--- src/design/cfg_loader_defs.svh ---
`ifndef CFG_LOADER_DEFS_SVH
`define CFG_LOADER_DEFS_SVH

// ***********************************************************
// timing
// ***********************************************************
`define CPC_CLK_MHZ 40
`define CPC_TOER_MIN_NS 500000
`define CPC_POR_CYCLES ((`CPC_TOER_MIN_NS * `CPC_CLK_MHZ + 999) / 1000)

// ***********************************************************
// geometry
// ***********************************************************
`define CPC_ADDR_W 20
`define CPC_DATA_W 8
`define CPC_FIFO_DEPTH 32
`define CPC_ADDR_ZERO 0
`define CPC_SYNC_RST 1'b0

`endif

--- src/design/cfg_loader_pkg.sv ---
package cfg_loader_pkg;
    // ***********************************************************
    // control states
    // ***********************************************************
    typedef enum logic [2:0] {
        ST_POWERUP = 3'b000,
        ST_STANDBY = 3'b001,
        ST_RESET   = 3'b010,
        ST_RUN     = 3'b011,
        ST_END     = 3'b100,
        ST_TERM    = 3'b101
    } cpc_state_t;
endpackage

--- src/design/word_fifo_if.sv ---
`timescale 1ns/1ps
// ***********************************************************
// word stream carrier between loader and its fifo
// ***********************************************************
interface word_fifo_if #(parameter int WIDTH = 8);
    logic push_valid;
    logic push_ready;
    logic [WIDTH-1:0] push_data;
    logic pop_valid;
    logic pop_ready;
    logic [WIDTH-1:0] pop_data;
    logic flush;
    modport fifo (input push_valid, push_data, pop_ready, flush,
                  output push_ready, pop_valid, pop_data);
    modport user (output push_valid, push_data, pop_ready, flush,
                  input push_ready, pop_valid, pop_data);
endinterface

--- src/design/config_prom_control.sv ---
`timescale 1ns/1ps
`include "cfg_loader_defs.svh"
module config_prom_control
    import cfg_loader_pkg::*;
#(
    parameter int ADDR_W = `CPC_ADDR_W,
    parameter int DATA_W = `CPC_DATA_W,
    parameter int FIFO_DEPTH = `CPC_FIFO_DEPTH,
    parameter int POR_CYCLES = `CPC_POR_CYCLES
) (
    // clock and reset
    input wire logic sys_clk_i,
    input wire logic arst_n_i,
    // configuration pins
    input wire logic config_clock_i,
    input wire logic chip_select_n_i,
    input wire logic busy_i,
    input wire logic oe_reset_n_i,
    output logic oe_reset_n_o,
    output logic oe_reset_oe_n_o,
    input wire logic config_pulse_n_i,
    output logic config_pulse_n_o,
    output logic config_pulse_oe_n_o,
    output logic [DATA_W-1:0] data_o,
    output logic data_oe_n_o,
    output logic forwarded_config_clock_o,
    output logic forwarded_config_clock_oe_n_o,
    output logic cascade_enable_out_n_o,
    output logic standby_o,
    // variant straps
    input wire logic revision_variant_i,
    input wire logic revision_en_i,
    input wire logic parallel_i,
    input wire logic decompress_i,
    input wire logic [ADDR_W-1:0] bank_start_addr_i,
    input wire logic [ADDR_W-1:0] revision_end_address_i,
    // array word stream
    input wire logic mem_valid_i,
    input wire logic [DATA_W-1:0] mem_data_i,
    output logic mem_ready_o,
    output logic mem_restart_o,
    output logic [ADDR_W-1:0] mem_start_addr_o,
    output logic [ADDR_W-1:0] addr_o
);
    // ***********************************************************
    // pin synchronisers
    // ***********************************************************
    localparam int SW = 9 + 2 * ADDR_W;
    localparam int CW = $clog2(POR_CYCLES + 1);
    localparam logic [ADDR_W-1:0] TERMINAL_COUNT = '1;

    logic [SW-1:0] meta_q, sync_q;
    logic clk_prev_q;
    logic cclk_s, ce_n_s, busy_s, oer_n_s, pulse_n_s, rev_var_s, rev_en_s;
    logic par_s, dcmp_s;
    logic [ADDR_W-1:0] start_s, end_s;

    // two flops on every configuration pin and strap level
    always_ff @(posedge sys_clk_i or negedge arst_n_i) begin
        if (!arst_n_i) begin
            meta_q <= '0;
            sync_q <= '0;
            clk_prev_q <= `CPC_SYNC_RST;
        end else begin
            meta_q <= {config_clock_i, chip_select_n_i, busy_i, oe_reset_n_i,
                       config_pulse_n_i, revision_variant_i, revision_en_i,
                       parallel_i, decompress_i, bank_start_addr_i,
                       revision_end_address_i};
            sync_q <= meta_q;
            clk_prev_q <= sync_q[SW-1];
        end
    end
    assign {cclk_s, ce_n_s, busy_s, oer_n_s, pulse_n_s, rev_var_s, rev_en_s,
            par_s, dcmp_s, start_s, end_s} = sync_q;

    // ***********************************************************
    // address helpers
    // ***********************************************************
    function automatic logic at_limit(input logic [ADDR_W-1:0] a,
                                      input logic [ADDR_W-1:0] lim);
        at_limit = (a == lim);
    endfunction

    function automatic logic [ADDR_W-1:0] reset_addr(input logic rev,
                                                     input logic [ADDR_W-1:0] s);
        reset_addr = rev ? s : ADDR_W'(`CPC_ADDR_ZERO);
    endfunction

    // ***********************************************************
    // fifo in the data path
    // ***********************************************************
    word_fifo_if #(.WIDTH(DATA_W)) fq ();

    word_fifo #(
        .WIDTH(DATA_W),
        .DEPTH(FIFO_DEPTH)
    ) u_fifo (
        .sys_clk_i(sys_clk_i),
        .arst_n_i(arst_n_i),
        .port(fq.fifo)
    );

    assign fq.push_valid = mem_valid_i && ready_q;
    assign fq.push_data = mem_data_i;

    // ***********************************************************
    // control state
    // ***********************************************************
    cpc_state_t state_q, state_d;
    logic [ADDR_W-1:0] addr_q, addr_d;
    logic [DATA_W-1:0] data_q, data_d;
    logic [CW-1:0] por_q, por_d;
    logic data_oe_n_q, data_oe_n_d, clk_oe_n_q, clk_oe_n_d, ceo_q, ceo_d;
    logic oer_drv_q, oer_drv_d, stby_q, stby_d, fclk_q, fclk_d;
    logic restart_q, restart_d, ready_q, ready_d;
    logic rise, busy_on, rev_lim, flush, pop;

    // next values of the loader
    always_comb begin
        rise = cclk_s && !clk_prev_q;
        busy_on = busy_s && par_s && !dcmp_s;
        rev_lim = rev_var_s && rev_en_s && at_limit(addr_q, end_s);
        state_d = state_q;
        addr_d = addr_q;
        data_d = data_q;
        por_d = por_q;
        data_oe_n_d = 1'b1;
        clk_oe_n_d = 1'b1;
        ceo_d = 1'b1;
        oer_drv_d = 1'b0;
        stby_d = 1'b0;
        fclk_d = cclk_s;
        restart_d = 1'b0;
        flush = 1'b0;
        pop = 1'b0;
        if (state_q == ST_POWERUP) begin
            oer_drv_d = 1'b1;
            if (por_q == CW'(POR_CYCLES - 1)) begin
                state_d = ST_RESET;
                oer_drv_d = 1'b0;
            end else begin
                por_d = por_q + 1'b1;
            end
        end else if (ce_n_s) begin
            // standby overrides the reset input
            state_d = ST_STANDBY;
            addr_d = reset_addr(rev_var_s && rev_en_s, start_s);
            stby_d = 1'b1;
            flush = 1'b1;
            restart_d = 1'b1;
        end else if (!oer_n_s) begin
            state_d = ST_RESET;
            addr_d = reset_addr(rev_var_s && rev_en_s, start_s);
            flush = 1'b1;
            restart_d = 1'b1;
        end else if (rev_var_s && !pulse_n_s) begin
            // pulse low: address reset with outputs still active
            state_d = ST_RUN;
            addr_d = reset_addr(rev_en_s, start_s);
            flush = 1'b1;
            restart_d = 1'b1;
            data_oe_n_d = 1'b0;
            clk_oe_n_d = 1'b0;
        end else begin
            unique case (state_q)
                ST_STANDBY, ST_RESET, ST_RUN: begin
                    state_d = ST_RUN;
                    data_oe_n_d = 1'b0;
                    clk_oe_n_d = !rev_var_s;
                    if (rev_var_s && busy_on) begin
                        // frozen word, clock still forwarded
                    end else if (at_limit(addr_q, TERMINAL_COUNT)) begin
                        state_d = ST_TERM;
                        data_oe_n_d = 1'b1;
                        clk_oe_n_d = 1'b1;
                        ceo_d = 1'b0;
                    end else if (rev_lim) begin
                        state_d = ST_END;
                        data_oe_n_d = 1'b1;
                        clk_oe_n_d = 1'b1;
                    end else if (rise && fq.pop_valid) begin
                        pop = 1'b1;
                        data_d = fq.pop_data;
                        addr_d = addr_q + 1'b1;
                    end
                end
                ST_END: begin
                    state_d = ST_END;
                end
                ST_TERM: begin
                    ceo_d = 1'b0;
                end
                default: begin
                    state_d = ST_RESET;
                end
            endcase
        end
        ready_d = fq.push_ready && !restart_d; // no word taken while the reader restarts
    end

    assign fq.flush = flush;
    assign fq.pop_ready = pop;

    // loader registers
    always_ff @(posedge sys_clk_i or negedge arst_n_i) begin
        if (!arst_n_i) begin
            state_q <= ST_POWERUP;
            addr_q <= '0;
            data_q <= '0;
            por_q <= '0;
            data_oe_n_q <= 1'b1;
            clk_oe_n_q <= 1'b1;
            ceo_q <= 1'b1;
            oer_drv_q <= 1'b1;
            stby_q <= 1'b0;
            fclk_q <= 1'b0;
            restart_q <= 1'b0;
            ready_q <= 1'b0;
        end else begin
            state_q <= state_d;
            addr_q <= addr_d;
            data_q <= data_d;
            por_q <= por_d;
            data_oe_n_q <= data_oe_n_d;
            clk_oe_n_q <= clk_oe_n_d;
            ceo_q <= ceo_d;
            oer_drv_q <= oer_drv_d;
            stby_q <= stby_d;
            fclk_q <= fclk_d;
            restart_q <= restart_d;
            ready_q <= ready_d;
        end
    end

    // pin outputs
    assign oe_reset_n_o = 1'b0;
    assign oe_reset_oe_n_o = !oer_drv_q;
    assign config_pulse_n_o = 1'b1;
    assign config_pulse_oe_n_o = 1'b1;
    assign data_o = data_q;
    assign data_oe_n_o = data_oe_n_q;
    assign forwarded_config_clock_o = fclk_q;
    assign forwarded_config_clock_oe_n_o = clk_oe_n_q;
    assign cascade_enable_out_n_o = ceo_q;
    assign standby_o = stby_q;
    assign mem_ready_o = ready_q && fq.push_ready;
    assign mem_restart_o = restart_q;
    assign mem_start_addr_o = addr_q;
    assign addr_o = addr_q;
endmodule

--- src/design/word_fifo.sv ---
`timescale 1ns/1ps
// ***********************************************************
// word fifo with registered read data
// ***********************************************************
module word_fifo #(
    parameter int WIDTH = 8,
    parameter int DEPTH = 32
) (
    // clock and reset
    input wire logic sys_clk_i,
    input wire logic arst_n_i,
    // stream ports
    word_fifo_if.fifo port
);
    localparam int PW = $clog2(DEPTH);

    logic [WIDTH-1:0] mem [DEPTH];
    logic [PW-1:0] wr_q, wr_d, rd_q, rd_d;
    logic [PW:0] cnt_q, cnt_d;
    logic [WIDTH-1:0] out_q, out_d;
    logic out_v_q, out_v_d;
    logic do_push, do_pop, load_out;

    // handshake terms
    always_comb begin
        do_push = port.push_valid && port.push_ready && !port.flush;
        load_out = (!out_v_q || port.pop_ready) && (cnt_q != '0);
        do_pop = load_out && !port.flush;
    end
    assign port.push_ready = (cnt_q != DEPTH[PW:0]);
    assign port.pop_valid = out_v_q;
    assign port.pop_data = out_q;

    // pointer and output register next values
    always_comb begin
        wr_d = wr_q;
        rd_d = rd_q;
        cnt_d = cnt_q;
        out_d = out_q;
        out_v_d = out_v_q;
        if (port.flush) begin
            wr_d = '0;
            rd_d = '0;
            cnt_d = '0;
            out_v_d = 1'b0;
        end else begin
            if (port.pop_ready && out_v_q) begin
                out_v_d = 1'b0;
            end
            if (do_pop) begin
                out_d = mem[rd_q];
                out_v_d = 1'b1;
                rd_d = (rd_q == PW'(DEPTH - 1)) ? '0 : rd_q + 1'b1;
            end
            if (do_push) begin
                wr_d = (wr_q == PW'(DEPTH - 1)) ? '0 : wr_q + 1'b1;
            end
            cnt_d = cnt_q + (PW+1)'(do_push) - (PW+1)'(do_pop);
        end
    end

    // storage write
    always_ff @(posedge sys_clk_i) begin
        if (do_push) begin
            mem[wr_q] <= port.push_data;
        end
    end

    // state registers
    always_ff @(posedge sys_clk_i or negedge arst_n_i) begin
        if (!arst_n_i) begin
            wr_q <= '0;
            rd_q <= '0;
            cnt_q <= '0;
            out_q <= '0;
            out_v_q <= 1'b0;
        end else begin
            wr_q <= wr_d;
            rd_q <= rd_d;
            cnt_q <= cnt_d;
            out_q <= out_d;
            out_v_q <= out_v_d;
        end
    end
endmodule

--- config.mk ---
export PLATFORM = sky130hd
export DESIGN_NAME = config_prom_control
export DESIGN_NICKNAME = d
export VERILOG_FILES = /design/src/design/cfg_loader_pkg.sv /design/src/design/word_fifo_if.sv /design/src/design/config_prom_control.sv /design/src/design/word_fifo.sv
export VERILOG_INCLUDE_DIRS = /design/src /design/src/design
export SDC_FILE = /design/constraint.sdc
export NUM_CORES = 1
export LEC_CHECK = 0
export BUFFER_PORTS_ARGS = -buffer_cell sky130_fd_sc_hd__buf_2
export CAP_MARGIN = 20
export CORE_MARGIN = 10
export CORE_UTILIZATION = 54
export CTS_BUF_LIST = sky130_fd_sc_hd__clkbuf_16
export DETAILED_ROUTE_END_ITERATION = 8
export GPL_ROUTABILITY_DRIVEN = 0
export PLACE_DENSITY = 0.84
export SLEW_MARGIN = 20
export SYNTH_ARGS = -nofsm -noshare
export SYNTH_HDL_FRONTEND = slang
export SYNTH_SLANG_ARGS = --single-unit
--- constraint.sdc ---
create_clock -name sys_clk_i -period 3.6 [get_ports sys_clk_i]
set_input_delay 0.9 -clock sys_clk_i [delete_from_list [all_inputs] [get_ports sys_clk_i]]
set_output_delay 0.9 -clock sys_clk_i [all_outputs]
set_load 0.005 [all_outputs]
==> run summary <==
The flow ran to the end, and the final reports show no timing, DRC or antenna violations. The final antenna-violating net count is 0. The main flop type after synthesis is sky130_fd_sc_hd__edfxtp_1. The quantity of hold-fixing buffers added after cts is 0. In the final routed layout, each cell accounts on average for 23.9 µm.

about 120 I/O pins were placed. The post-placement setup slack came out at approximately 0.32 ns. Across the VDD grid, the largest voltage drop is 0.000398 V. The final non-filler cell total came out at about 1.6k.

After global routing the overflow that remains totals 0. Setup violations remaining at the end of the flow were counted as 0. The highest attainable clock frequency is 307 MHz. For the final routed database, the setup TNS stands at 0 ns.

The type of the worst setup path is reg -> reg. The first-pass GRT wire length is 59.8 mm. The maximum fanout along the worst path is 7. The final instance area came out at 19500 µm². The count of input and output buffers is 115. Clock-pin slew was measured on the worst setup and hold paths at 0.06 ns. For the pin with the worst max-slew slack, the measured transition is around 0.77 ns. The floorplan has between 60 and 70 rows. The die covers just under 40000 µm².

The worst hold slack came out at 0.227 ns. The total instance count after detailed placement came out at 1533. The count of distinct cell types in the synthesized netlist came out at 70.

Across the run, the number of max-cap violations was 0. The number of optimization iterations in the first detailed-route pass came out at 6. Dividing the final minimum period by the clock period gives 0.904. After layout, the design draws a total of 10.8 mW. Setup repair after global routing left no endpoint under its margin.

The final count of pins violating max slew was 0. The DRC violation count after routing came out at 0. The top cell types in the final layout, fill and taps aside, are sky130_fd_sc_hd__edfxtp_1, sky130_fd_sc_hd__dfrtp_1, sky130_fd_sc_hd__buf_2. The number of clock sinks is between 400 and 500. The nature of the critical path startpoint is a flip-flop.

The mean instance size in the synthesized netlist is 16.3 µm². For this design the ratio of total power to cell area is ~560 nW/µm². The average via count per standard cell came out at roughly 6.1. The signal arrival time at the worst endpoint is 3.69 ns.

The root buffer cell is sky130_fd_sc_hd__clkbuf_16. The portion of the post-synthesis area used by sequential elements is 0.714. Once layout is complete, the utilization of the core stands at 0.631. The clock tree synthesis step divided the H-tree into 2 levels. The global-route total usage across every layer came out at 0.199. The critical register-to-register path startpoint is sync_q[43]$_DFF_PN0_. Counting flops with an async set or reset pin after synthesis yields a share of 0.409. The relative slew slack is 0.486. The source-to-sink clock delay at the later pin of the worst-skew pair came out at between 0.5 and 0.6 ns.

The final worst setup slack is about 0.34 ns. The largest net degree at the start of global routing is 73. The number of synthesized register bits came out at between 400 and 500. Data on the critical path is required at its endpoint by approximately 4.0 ns. The post-synthesis cell area came out at 17000 µm².

In this run the worst hold path is classified as in -> async. The area growth from synthesis to layout is 14.6%. The layout cell share with drive strength beyond 1 is 0.275. The first routing iteration left approximately 1.1k violations. In this run the critical register-to-register path is captured at u_fifo.cnt_q[5]$_DFF_PN0_.

The depth of the worst register-to-register path is 14. The net count of the finished layout is 1261. The number of enable-type register cells in the synthesized netlist came out at approximately 260. The die extent in x is between 150 and 200 µm. The total routed wirelength came out at between 30 and 40 mm.

TritonCTS built the clock tree. The warning count from the yosys run is 0. No sink is reached through more buffers than the 3 on the longest clock path. Subtracting the final worst setup slack from the clock period gives ~3.3 ns. The initial utilization of the core area, before any placement, comes to 0.550. The number of endpoints with negative hold slack in the final report came to 0. The initial antenna violation count is 1. The post-CTS repair timing setup buffer count came out at 0. The most common cell after layout, fill and taps aside is sky130_fd_sc_hd__edfxtp_1. STA classifies the critical path endpoint as a flip-flop. The overall die height came out at roughly 200 µm. The number of global-route vias before repair is approximately 10k. The post-route clock skew came out at ~0.022 ns. The number of buffers created by CTS came out at 43. The internal reg-to-reg setup slack came out at around 0.34 ns.

The count of mapped cells out of synthesis is a little over 1k. The area of the core is roughly 30000 µm². Once placement finished, the instance area stood at ~18000 µm². Detailed placement finished with a half-perimeter wire length of 25.1 mm. The total number of vias is between 9k and 10k.

For this design the static power due to leakage is between 7 and 8 nW.
registers in the layout, indices dropped and copies added (netlist names), 3 cells and up:
register	cells
u_fifo.mem	256
meta_q	49
sync_q	49
addr_o	20
por_q	15
data_o	8
u_fifo.port.pop_data	8
u_fifo.cnt_q	6
u_fifo.rd_q	5
u_fifo.wr_q	5
state_q	3
routing by layer:
layer / global-route usage / up-vias / share of wire / wire [µm]
li1: - / 4231 / - / -
met1: 0.246 / 4968 / 0.38 / 14600
met2: 0.334 / 556 / 0.50 / 19100
met3: 0.0550 / 96 / 0.095 / 3670
met4: 0.0655 / 0 / 0.030 / 1150
met5: 0 / - / 0 / 0
how the worst max path moves through the flow:
stage / cells after the start / end / slack, ns / start
CTS: 16 / u_fifo.cnt_q[4]$_DFF_PN0_ / 0.27 / addr_o[1]$_DFFE_PN0P_
detailed placement: 16 / u_fifo.cnt_q[4]$_DFF_PN0_ / 0.32 / addr_o[1]$_DFFE_PN0P_
global placement: 16 / u_fifo.cnt_q[4]$_DFF_PN0_ / 0.42 / addr_o[0]$_DFFE_PN0P_
finish: 14 / u_fifo.cnt_q[5]$_DFF_PN0_ / 0.34 / sync_q[43]$_DFF_PN0_
global route: 14 / u_fifo.cnt_q[5]$_DFF_PN0_ / 0.07 / sync_q[43]$_DFF_PN0_
floorplan: 16 / u_fifo.cnt_q[4]$_DFF_PN0_ / 0.13 / addr_o[0]$_DFFE_PN0P_
final cells by class:
class / count / area (µm²)
Inverter: 16 / 60.1
Timing Repair Buffer: 171 / 1030
Multi-Input combinational cell: 517 / 4420
Sequential cell: 433 / 12100
Fill cell: 2028 / 11400
Clock inverter: 32 / 193
Antenna cell: 2 / 5.00
Clock buffer: 45 / 1130
Tap cell: 396 / 495
critical path: stages (launching register included):
cell	delay (ns)
sky130_fd_sc_hd__dfrtp_1	0.43
sky130_fd_sc_hd__nand4b_1	0.17
sky130_fd_sc_hd__nand3b_1	0.11
sky130_fd_sc_hd__or3_1	0.47
sky130_fd_sc_hd__o31a_1	0.40
sky130_fd_sc_hd__nor3_4	0.20
sky130_fd_sc_hd__ha_1	0.17
sky130_fd_sc_hd__inv_1	0.06
sky130_fd_sc_hd__ha_1	0.28
sky130_fd_sc_hd__a21o_1	0.15
sky130_fd_sc_hd__a21oi_1	0.22
sky130_fd_sc_hd__o21bai_1	0.09
sky130_fd_sc_hd__a21oi_1	0.18
sky130_fd_sc_hd__xnor2_1	0.13
sky130_fd_sc_hd__nor2_1	0.06
Yosys cell counts, types with 4 or more instances:
cell type,n,area share
sky130_fd_sc_hd__nor3_1,11,0.0032
sky130_fd_sc_hd__o211ai_1,6,0.0027
sky130_fd_sc_hd__a21oi_1,23,0.0068
sky130_fd_sc_hd__dfrtp_1,173,0.26
sky130_fd_sc_hd__inv_1,15,0.0033
sky130_fd_sc_hd__o22ai_1,16,0.0059
sky130_fd_sc_hd__o221ai_1,14,0.0072
sky130_fd_sc_hd__nand3b_1,5,0.0022
sky130_fd_sc_hd__or3_1,5,0.0018
sky130_fd_sc_hd__nor4_1,10,0.0037
sky130_fd_sc_hd__nand2b_1,9,0.0033
sky130_fd_sc_hd__edfxtp_1,256,0.45
sky130_fd_sc_hd__ha_1,18,0.013
sky130_fd_sc_hd__mux2_2,18,0.012
sky130_fd_sc_hd__o31ai_1,10,0.0044
sky130_fd_sc_hd__clkbuf_1,34,0.0075
sky130_fd_sc_hd__dfstp_2,4,0.0062
sky130_fd_sc_hd__buf_4,23,0.010
sky130_fd_sc_hd__nand4_1,12,0.0044
sky130_fd_sc_hd__and3_1,11,0.0041
sky130_fd_sc_hd__a22o_1,17,0.0088
sky130_fd_sc_hd__mux4_2,64,0.085
sky130_fd_sc_hd__nor2b_1,5,0.0018
sky130_fd_sc_hd__xor2_1,11,0.0057
sky130_fd_sc_hd__and2_1,7,0.0026
sky130_fd_sc_hd__xnor2_1,27,0.014
sky130_fd_sc_hd__nand2_1,55,0.012
sky130_fd_sc_hd__buf_2,11,0.0032
sky130_fd_sc_hd__nand3_1,27,0.0080
sky130_fd_sc_hd__o21ai_0,15,0.0044
sky130_fd_sc_hd__nor2_1,65,0.014
where the power goes:
group	total, mW	switching, mW	internal (mW)	leakage, nW
Combinational	0.925	0.563	0.362	2.30
Sequential	5.73	0.178	5.56	4.46
Clock	4.17	1.83	2.34	0.676
timing repair:
action	4_1_cts	5_1_grt
setup endpoints to repair	0	1
endpoints found under the hold margin	0	0
gates resized for setup	0	1
kinds of logic after synthesis:
logic type      Yosys count  synth area share
buf+inv                  89            0.0257
flops                   433             0.714
fa+ha+maj                19            0.0145
simple gates            242            0.0723
xor+xnor                 38            0.0196
mux                      86            0.0993
compound gates          129            0.0539
other cells               2          0.000443
(Power assumes the default switching activity.)
